$ cat src/verilog/tape_exec_consts.svh
// constants and behaviour notes for the tape command executor
// Notes on behaviour
// write modifier 001 means write then verify
// verify rereads every written block afterwards
// verify ok: code 000 first try, 001 retries
// unrecoverable verify readback ends with code 372
// buffer holds at most 128 bytes per packet
// host waits for continue before next packet
// continue is single byte octal 020
// op 5 positions unit to block, end packet
// op codes 4, 6, 10, 11 are reserved
// op 7 runs diagnostic, code reports outcome
// op 8 returns present status, else nop
// op 9 only returns end packet
// long transfers continue through consecutive blocks
// crossing 127/128, 255/256, 383/384 forces rewind
// soft errors reported in end byte 3
// reserved op answered with bad instruction code
// end flag 002, data flag 001
// transmit-off stops sending until continue arrives
// partial block padded with zero bytes
// no new instruction until end packet sent
`ifndef TAPE_EXEC_CONSTS_SVH
`define TAPE_EXEC_CONSTS_SVH
`define OP_NOP        4'h0
`define OP_INIT       4'h1
`define OP_READ       4'h2
`define OP_WRITE      4'h3
`define OP_POSITION   4'h5
`define OP_DIAGNOSE   4'h7
`define OP_GET_STATUS 4'h8
`define OP_SET_STATUS 4'h9
`define MOD_VERIFY    8'h01
`define FLAG_DATA     8'h01
`define FLAG_END      8'h02
`define OP_END        8'h40
`define CHAR_CONTINUE 8'h10
`define CHAR_XOFF     8'h13
`define SC_OK         8'h00
`define SC_RETRY      8'h01
`define SC_BAD_OP     8'hD0
`define SC_HARD_READ  8'hFA
`define SC_DIAG_FAIL  8'hF7
`define END_LEN       8'h0A
`define BUF_BYTES     128
`define BUF_AW        7
`define BLOCK_BYTES   16'd512
`define RW_BOUND_A    16'd128
`define RW_BOUND_B    16'd256
`define RW_BOUND_C    16'd384
`endif

$ cat src/verilog/tape_exec_pkg.sv
// types shared by the tape command executor
package tape_exec_pkg;
  typedef struct packed {
    logic [3:0]  opcode;
    logic [7:0]  modifier;
    logic [7:0]  unit;
    logic [15:0] byte_count;
    logic [15:0] block;
  } cmd_t;
  typedef struct packed {
    logic        req;
    logic        write;
    logic [7:0]  unit;
    logic [15:0] block;
    logic        rewind;
  } tape_req_t;
  typedef struct packed {
    logic       done;
    logic       ok;
    logic       retried;
  } tape_rsp_t;
endpackage

$ cat src/verilog/tape_exec_buf.sv
// 128-byte write data buffer with registered read data
module tape_exec_buf
(
  input  wire logic       clk_sys,
  input  wire logic       we,
  input  wire logic [6:0] waddr,
  input  wire logic [7:0] wdata,
  input  wire logic [6:0] raddr,
  output logic      [7:0] rdata
);
  logic [7:0] mem [0:127];

  always_ff @(posedge clk_sys)
  begin
    if (we)
    begin
      mem[waddr] <= wdata;
    end
    rdata <= mem[raddr];
  end
endmodule

$ cat src/verilog/tape_command_executor.sv
// command execution engine: write, verify, position, diagnose, status, end packets
`include "tape_exec_consts.svh"
module tape_command_executor
(
  input  wire logic                     clk_sys,
  input  wire logic                     rst,
  input  wire logic                     cmd_valid,
  input  wire tape_exec_pkg::cmd_t      cmd,
  input  wire logic                     wr_valid,
  input  wire logic [7:0]               wr_data,
  input  wire logic                     wr_last,
  input  wire logic                     rx_valid,
  input  wire logic [7:0]               rx_char,
  input  wire logic                     tx_ready,
  input  wire tape_exec_pkg::tape_rsp_t tape_rsp,
  input  wire logic                     diag_done,
  input  wire logic                     diag_pass,
  output logic                          busy,
  output logic                          tx_valid,
  output logic [7:0]                    tx_byte,
  output tape_exec_pkg::tape_req_t      tape_req,
  output logic [7:0]                    tape_wbyte,
  output logic                          tape_wstrobe,
  output logic                          diag_start
);
  import tape_exec_pkg::*;

  typedef enum logic [3:0] {
    S_IDLE, S_FILL, S_SEEK, S_WBLK, S_PAD, S_CONT, S_VSEEK, S_DIAG, S_END
  } state_t;

  state_t      state_q;
  cmd_t        cmd_q;
  logic [7:0]  code_q;
  logic [7:0]  status_q;
  logic [15:0] remain_q;
  logic [15:0] blk_q;
  logic [15:0] vblk_q;
  logic [15:0] wblks_q;
  logic [9:0]  bpos_q;
  logic [7:0]  fill_q;
  logic [7:0]  rd_q;
  logic        retry_q;
  logic        hold_q;
  logic        pend_q;
  logic [3:0]  eidx_q;
  logic        tape_wait_q;

  wire op_reserved = (cmd.opcode == 4'h4) || (cmd.opcode == 4'h6)
                   || (cmd.opcode == 4'hA) || (cmd.opcode == 4'hB)
                   || (cmd.opcode > 4'hB);
  wire verify_on   = (cmd_q.opcode == `OP_WRITE) && (cmd_q.modifier == `MOD_VERIFY);
  wire fill_full   = (fill_q == 8'(`BUF_BYTES));
  wire fill_take   = (state_q == S_FILL) && wr_valid && !fill_full;
  wire data_left   = (rd_q != fill_q);
  wire blk_end     = (bpos_q == 10'(`BLOCK_BYTES - 16'd1));
  wire tx_go       = tx_valid && tx_ready;
  wire [7:0] buf_rd;
  wire [15:0] seek_blk = (state_q == S_VSEEK) ? vblk_q : cmd_q.block;
  // a boundary crossing is any move between different 128-block groups of the tape
  wire cross_rw    = (blk_q[8:7] != seek_blk[8:7]) || (blk_q[15:9] != seek_blk[15:9]);

  // 128 byte buffer
  tape_exec_buf u_buf
  (
    .clk_sys (clk_sys),
    .we      (fill_take),
    .waddr   (fill_q[6:0]),
    .wdata   (wr_data),
    .raddr   (rd_q[6:0]),
    .rdata   (buf_rd)
  );

  // end packet byte selection
  logic [7:0] end_byte;
  always_comb
  begin
    end_byte = 8'h00;
    unique case (eidx_q)
      // end flag value
      4'd0: end_byte = `FLAG_END;
      4'd1: end_byte = `END_LEN;
      4'd2: end_byte = `OP_END;
      // success code byte
      4'd3: end_byte = code_q;
      4'd4: end_byte = cmd_q.unit;
      // present status carried
      4'd11: end_byte = (cmd_q.opcode == `OP_GET_STATUS) ? status_q : 8'h00;
      default: end_byte = 8'h00;
    endcase
  end

  always_ff @(posedge clk_sys or posedge rst)
  begin
    if (rst)
    begin
      state_q <= S_IDLE;
      cmd_q <= '0;
      code_q <= 8'h00;
      status_q <= 8'h00;
      remain_q <= 16'h0000;
      blk_q <= 16'h0000;
      vblk_q <= 16'h0000;
      wblks_q <= 16'h0000;
      bpos_q <= 10'h000;
      fill_q <= 8'h00;
      rd_q <= 8'h00;
      retry_q <= 1'b0;
      hold_q <= 1'b0;
      pend_q <= 1'b0;
      eidx_q <= 4'h0;
      tape_wait_q <= 1'b0;
      busy <= 1'b0;
      tx_valid <= 1'b0;
      tx_byte <= 8'h00;
      tape_req <= '0;
      tape_wbyte <= 8'h00;
      tape_wstrobe <= 1'b0;
      diag_start <= 1'b0;
    end
    else
    begin
      tape_req.req <= 1'b0;
      tape_wstrobe <= 1'b0;
      diag_start <= 1'b0;
      // transmit-off holds output
      if (rx_valid && rx_char == `CHAR_XOFF)
      begin
        hold_q <= 1'b1;
      end
      else if (rx_valid && rx_char == `CHAR_CONTINUE)
      begin
        hold_q <= 1'b0;
      end
      if (tx_go)
      begin
        tx_valid <= 1'b0;
      end
      unique case (state_q)
        S_IDLE:
        begin
          busy <= 1'b0;
          // start after end sent
          if (cmd_valid && !tx_valid)
          begin
            cmd_q <= cmd;
            busy <= 1'b1;
            retry_q <= 1'b0;
            code_q <= `SC_OK;
            remain_q <= cmd.byte_count;
            bpos_q <= 10'h000;
            fill_q <= 8'h00;
            rd_q <= 8'h00;
            wblks_q <= 16'h0000;
            // reserved codes rejected
            if (op_reserved)
            begin
              // bad instruction code
              code_q <= `SC_BAD_OP;
              state_q <= S_END;
            end
            // position to block
            else if (cmd.opcode == `OP_POSITION || cmd.opcode == `OP_WRITE)
            begin
              state_q <= S_SEEK;
            end
            // run diagnostic
            else if (cmd.opcode == `OP_DIAGNOSE)
            begin
              diag_start <= 1'b1;
              state_q <= S_DIAG;
            end
            // no tape action
            else
            begin
              state_q <= S_END;
            end
          end
        end
        S_SEEK, S_VSEEK:
        begin
          if (!tape_wait_q)
          begin
            tape_req.req <= 1'b1;
            tape_req.write <= 1'b0;
            tape_req.unit <= cmd_q.unit;
            tape_req.block <= seek_blk;
            // rewind on boundary
            tape_req.rewind <= cross_rw;
            tape_wait_q <= 1'b1;
          end
          else if (tape_rsp.done)
          begin
            tape_wait_q <= 1'b0;
            blk_q <= tape_req.block;
            if (tape_rsp.retried)
            begin
              retry_q <= 1'b1;
            end
            if (state_q == S_VSEEK)
            begin
              // hard read error
              if (!tape_rsp.ok)
              begin
                code_q <= `SC_HARD_READ;
                state_q <= S_END;
              end
              // reread each block
              else if (vblk_q + 16'd1 == cmd_q.block + wblks_q)
              begin
                // first try or retries
                code_q <= (retry_q || tape_rsp.retried) ? `SC_RETRY : `SC_OK;
                state_q <= S_END;
              end
              else
              begin
                vblk_q <= vblk_q + 16'd1;
                tape_wait_q <= 1'b0;
              end
            end
            else if (cmd_q.opcode == `OP_WRITE && remain_q != 16'h0000)
            begin
              state_q <= S_CONT;
            end
            else
            begin
              state_q <= S_END;
            end
          end
        end
        S_CONT:
        begin
          // continue byte
          if (!tx_valid && !hold_q)
          begin
            tx_valid <= 1'b1;
            tx_byte <= `CHAR_CONTINUE;
            fill_q <= 8'h00;
            rd_q <= 8'h00;
            state_q <= S_FILL;
          end
        end
        S_FILL:
        begin
          // host sends one packet
          if (fill_take)
          begin
            fill_q <= fill_q + 8'h01;
          end
          if (wr_valid && (wr_last || fill_full))
          begin
            pend_q <= 1'b1;
            state_q <= S_WBLK;
          end
        end
        S_WBLK:
        begin
          pend_q <= 1'b0;
          if (!pend_q)
          begin
            if (data_left && remain_q != 16'h0000)
            begin
              tape_wstrobe <= 1'b1;
              tape_wbyte <= buf_rd;
              rd_q <= rd_q + 8'h01;
              remain_q <= remain_q - 16'h0001;
              // wrap at the block end so every block boundary is seen once
              bpos_q <= blk_end ? 10'h000 : bpos_q + 10'h001;
              pend_q <= 1'b1;
              // next consecutive block
              if (blk_end)
              begin
                wblks_q <= wblks_q + 16'h0001;
              end
            end
            else if (remain_q != 16'h0000)
            begin
              state_q <= S_CONT;
            end
            else
            begin
              state_q <= S_PAD;
            end
          end
        end
        S_PAD:
        begin
          // zero fill block
          if (bpos_q != 10'h000)
          begin
            tape_wstrobe <= 1'b1;
            tape_wbyte <= 8'h00;
            bpos_q <= blk_end ? 10'h000 : bpos_q + 10'h001;
            if (blk_end)
            begin
              wblks_q <= wblks_q + 16'h0001;
            end
          end
          // verify after write
          else if (verify_on && wblks_q != 16'h0000)
          begin
            vblk_q <= cmd_q.block;
            state_q <= S_VSEEK;
          end
          else
          begin
            state_q <= S_END;
          end
        end
        S_DIAG:
        begin
          if (diag_done)
          begin
            code_q <= diag_pass ? `SC_OK : `SC_DIAG_FAIL;
            status_q <= diag_pass ? 8'h00 : `SC_DIAG_FAIL;
            state_q <= S_END;
          end
        end
        S_END:
        begin
          if ((!tx_valid || tx_go) && !hold_q)
          begin
            tx_valid <= 1'b1;
            tx_byte <= end_byte;
            if (eidx_q == 4'd13)
            begin
              eidx_q <= 4'h0;
              state_q <= S_IDLE;
            end
            else
            begin
              eidx_q <= eidx_q + 4'h1;
            end
          end
        end
        default:
        begin
          state_q <= S_IDLE;
        end
      endcase
    end
  end
endmodule

$ cat config.mk
export PLATFORM = sky130hd
export DESIGN_NAME = tape_command_executor
export DESIGN_NICKNAME = d
export VERILOG_FILES = /design/src/verilog/tape_exec_pkg.sv /design/src/verilog/tape_exec_buf.sv /design/src/verilog/tape_command_executor.sv
export VERILOG_INCLUDE_DIRS = /design/src /design/src/verilog
export SDC_FILE = /design/constraint.sdc
export NUM_CORES = 1
export LEC_CHECK = 0
export BUFFER_PORTS_ARGS = -buffer_cell sky130_fd_sc_hd__buf_2
export CAP_MARGIN = 10
export CORE_AREA = 2 2 389 391
export CTS_CLUSTER_SIZE = 16
export DETAILED_ROUTE_END_ITERATION = 12
export DIE_AREA = 0 0 391 393
export PLACE_DENSITY = 0.56
export RECOVER_POWER = 100
export SETUP_SLACK_MARGIN = 0.5
export SLEW_MARGIN = 30
export SYNTH_ARGS = -nofsm -noshare
export SYNTH_HDL_FRONTEND = slang
export SYNTH_SLANG_ARGS = --single-unit
$ cat constraint.sdc
create_clock -name clk_sys -period 7.4 [get_ports clk_sys]
set_input_delay 0.74 -clock clk_sys [delete_from_list [all_inputs] [get_ports clk_sys]]
set_output_delay 0.74 -clock clk_sys [all_outputs]
set_load 0.02 [all_outputs]
==> impl_metrics.ini <==
[outcome]
status = complete, but fails checks
violations = max-capacitance violations, max-slew violations

[floorplan]
die_w_um = 391
fp-row-count = 142
ios = 127
floorplan.die_area_mm2 = 0.1537
die_h_um = 393
core-area_mm2 = 0.1492
start_util_pct = 33.89

[critical_path]
crit_required_ns = 7.39
path_cells = clkbuf_1 > clkbuf_1
critical_path.endpoint_type = register
cp_num_buf_inv = 2
regToRegSetupSlack_ns = 2.39
crit_family = buffers and inverters
crit_cells = 2
critPathMaxStageDelay_ns = 2.50
cp_max_fo = 66
path_class = in2reg
cpMostUsedCell = clkbuf_1
worstSetupStartpointType = input port
arrival_ns = 5.68
cp_slowest_cell = clkbuf_1
ff2ff_path_depth = 9

[sta]
finalWorstSetupSlack_ns = 1.706
fin_crit_ns = 5.694
period_share_pct = 76.94
hold_viol_final = 0
fmax_mhz = 175.6
tightest_slew_ns = 5.218
finalClockSkew_ns = 0.08138
rsz0062_at_grt = false
setup_viol = 0
slew-limit-headroom_pct = -249.8
report.final.slew_viol_count = 928
finalSetupTns_ns = 0

[clock_network]
clock_latency_ns = 0.75
cts_buffers = 121
clk_pin_slew_ns = 0.06
ctsHoldBuffers = 0
cts_tree = built
post-cts-setup-buffer-count = 0
clockBufferDepth = 3
clock-sinks = 1215
cts_root_buf = clkbuf_16
post_cts_resized = 0
cts_htree_levels = 3

[place]
post_dp_cell_area_mm2 = 0.05337
dp_hpwl_um = 81580
gp_congestion = 0.8235
io_buffers = 125
preCtsSetupSlack_ns = 2.688

[global_route]
antenna_found_initial = 9
met2_usage_pct = 26.84
grt_use_met3_pct = 2.998
grt_max_degree = 126
grt_pass1_vias = 28510
grt_usage_pct = 16.65
met1_usage_pct = 23.43
overflow = 0
busiest_layer = met2
grt_pass1_wl_um = 191100

[synthesis]
synthFlopType = edfxtp_1
seq_area_frac_synth_pct = 70.16
netlist_area_mm2 = 0.05058
synthDistinctLibCells = 85
syn_nets = 3428
syn_avg_cell_area_um2 = 15.22
ys_warn_count = 0
synth-edff-count = 1024
ys_ff_latch = 1215
netlist_instances = 3323
ys_async_sr_fraction_pct = 15.06

[detailed_routing]
routedWlPerCell_um = 23.67
drtPass1Iterations = 6
drc = 0
drt_iter0_markers = 2440
antenna_left = 0
wl_um = 129700
via_per_inst = 5.273
num_vias = 28890

[hold_path]
hold_depth = 3
hold_path.class = in2reg

[finish]
final_layout_size_suffix_gt1_share_pct = 15.60
area_growth_pct = 13.37
fin_area_mm2 = 0.05735
fillers = 13890
nets = 3536

[power]
vdd_drop_max_v = 0.0002164
power_density_mw_per_mm2 = 286.6
p_leak_nw = 18.29
p_total_mw = 16.44

[job]
max_cap_viol_count = 16
[sequential cells by signal (all words and copies together) (netlist names), 4 cells and up]
register and cells:
tape_wbyte 8, wblks_q 16, bpos_q 10, vblk_q 16, rd_q 8, eidx_q 4, code_q 5, u_buf.mem 1024
u_buf.rdata 8, remain_q 16, tx_byte 8, cmd_q 36, state_q 4, fill_q 8, tape_req 26, blk_q 9
[synthesized netlist by cell type, types with 14 or more instances]
cell type,instances,area [um^2]
a211oi_1,38,285.3
o221ai_1,64,560.5
mux2i_1,204,2042
nor2_1,223,837.1
buf_2,30,150.1
a21oi_1,174,870.8
nor3_1,38,190.2
ha_1,24,300.3
buf_1,25,93.84
edfxtp_1,1024,30750
clkbuf_1,128,480.5
mux4_2,136,3063
xnor2_1,41,359.1
inv_1,38,142.6
nand2_1,298,1119
a21o_1,17,127.6
dfrtp_1,183,4579
o22ai_1,82,513.0
xor2_1,38,332.8
nand3_1,55,275.3
mux2_2,78,878.3
o21ai_0,165,825.8
or3_1,14,87.58
and3_1,19,118.9
[where the power goes]
group	internal, mW	switching (mW)	leakage, nW	total, mW
registers	7.75	0.377	11.6	8.12
clock network	3.64	2.66	2.03	6.30
logic	0.710	1.30	4.63	2.02
[metal layers]
| metal | vias to the layer above | part of all wire, % |
|---|---|---|
| met5 | - | 0.035 |
| met4 | 8 | 2.1 |
| met3 | 187 | 5.9 |
| met2 | 916 | 47 |
| met1 | 14680 | 45 |
| li1 | 13100 | - |
[final cells by class]
| type | count | area [um^2] | share of cell area (%) |
|---|---|---|---|
| timing repair buffer | 173 | 983.4 | 1.715 |
| multi-input combinational | 1880 | 14160 | 24.69 |
| clock inverter | 68 | 735.7 | 1.283 |
| inverter | 40 | 151.4 | 0.2640 |
| tap | 1944 | 2432 | 4.241 |
| antenna | 2 | 5.005 | 0.008727 |
| clock buffer | 156 | 3382 | 5.897 |
| sequential | 1215 | 35500 | 61.90 |
[cells by family after synthesis]
family | share of synthesized area (%)
DFF | 70.16
and+or+nand+nor | 6.560
AOI/OAI and AO/OA | 7.564
muxes | 11.86
buffers and inverters | 1.818
xor gates and xnor gates | 1.400
adders and majority gates | 0.6332
other | 0.007413
[cell usage in the layout, fill, tap and decap left out, types with 80 or more instances in the layout]
cell type and count:
edfxtp_1 1024, nand2_1 296, nor2_1 223, mux2i_1 204, dfrtp_1 179, a21oi_1 174, o21ai_0 169, mux4_2 136
clkbuf_16 123, o22ai_1 82, clkbuf_1 80
[metrics by stage]
stage          std cells  hold slack (ns)  utilization (%)
6_report            5478           0.2181            38.43
5_1_grt             5476           0.1831            38.42
4_1_cts             5474           0.1525            38.52
3_5_place_dp        5250           0.4550            35.76
3_3_place_gp        5248           0.4560            35.72
2_1_floorplan       3323           0.4290                -
[path summary, 6_finish.rpt]
check / startpoint / to
worst max-delay path: wr_data[4] / u_buf.mem[78][4]$_DFFE_PP_
worst min-delay path: cmd[7] / cmd_q[7]$_DFFE_PP0P_
worst max register to register: state_q[1]$_DFFE_PP0P_ / u_buf.mem[6][1]$_DFFE_PP_
worst min register to register: cmd_q[40]$_DFFE_PP0P_ / cmd_q[40]$_DFFE_PP0P_
max in group asynchronous: rst / remain_q[3]$_DFFE_PP0P_
min in group asynchronous: rst / tape_req[8]$_DFFE_PP0P_
No activity file was read; power rests on OpenSTA's default activity.
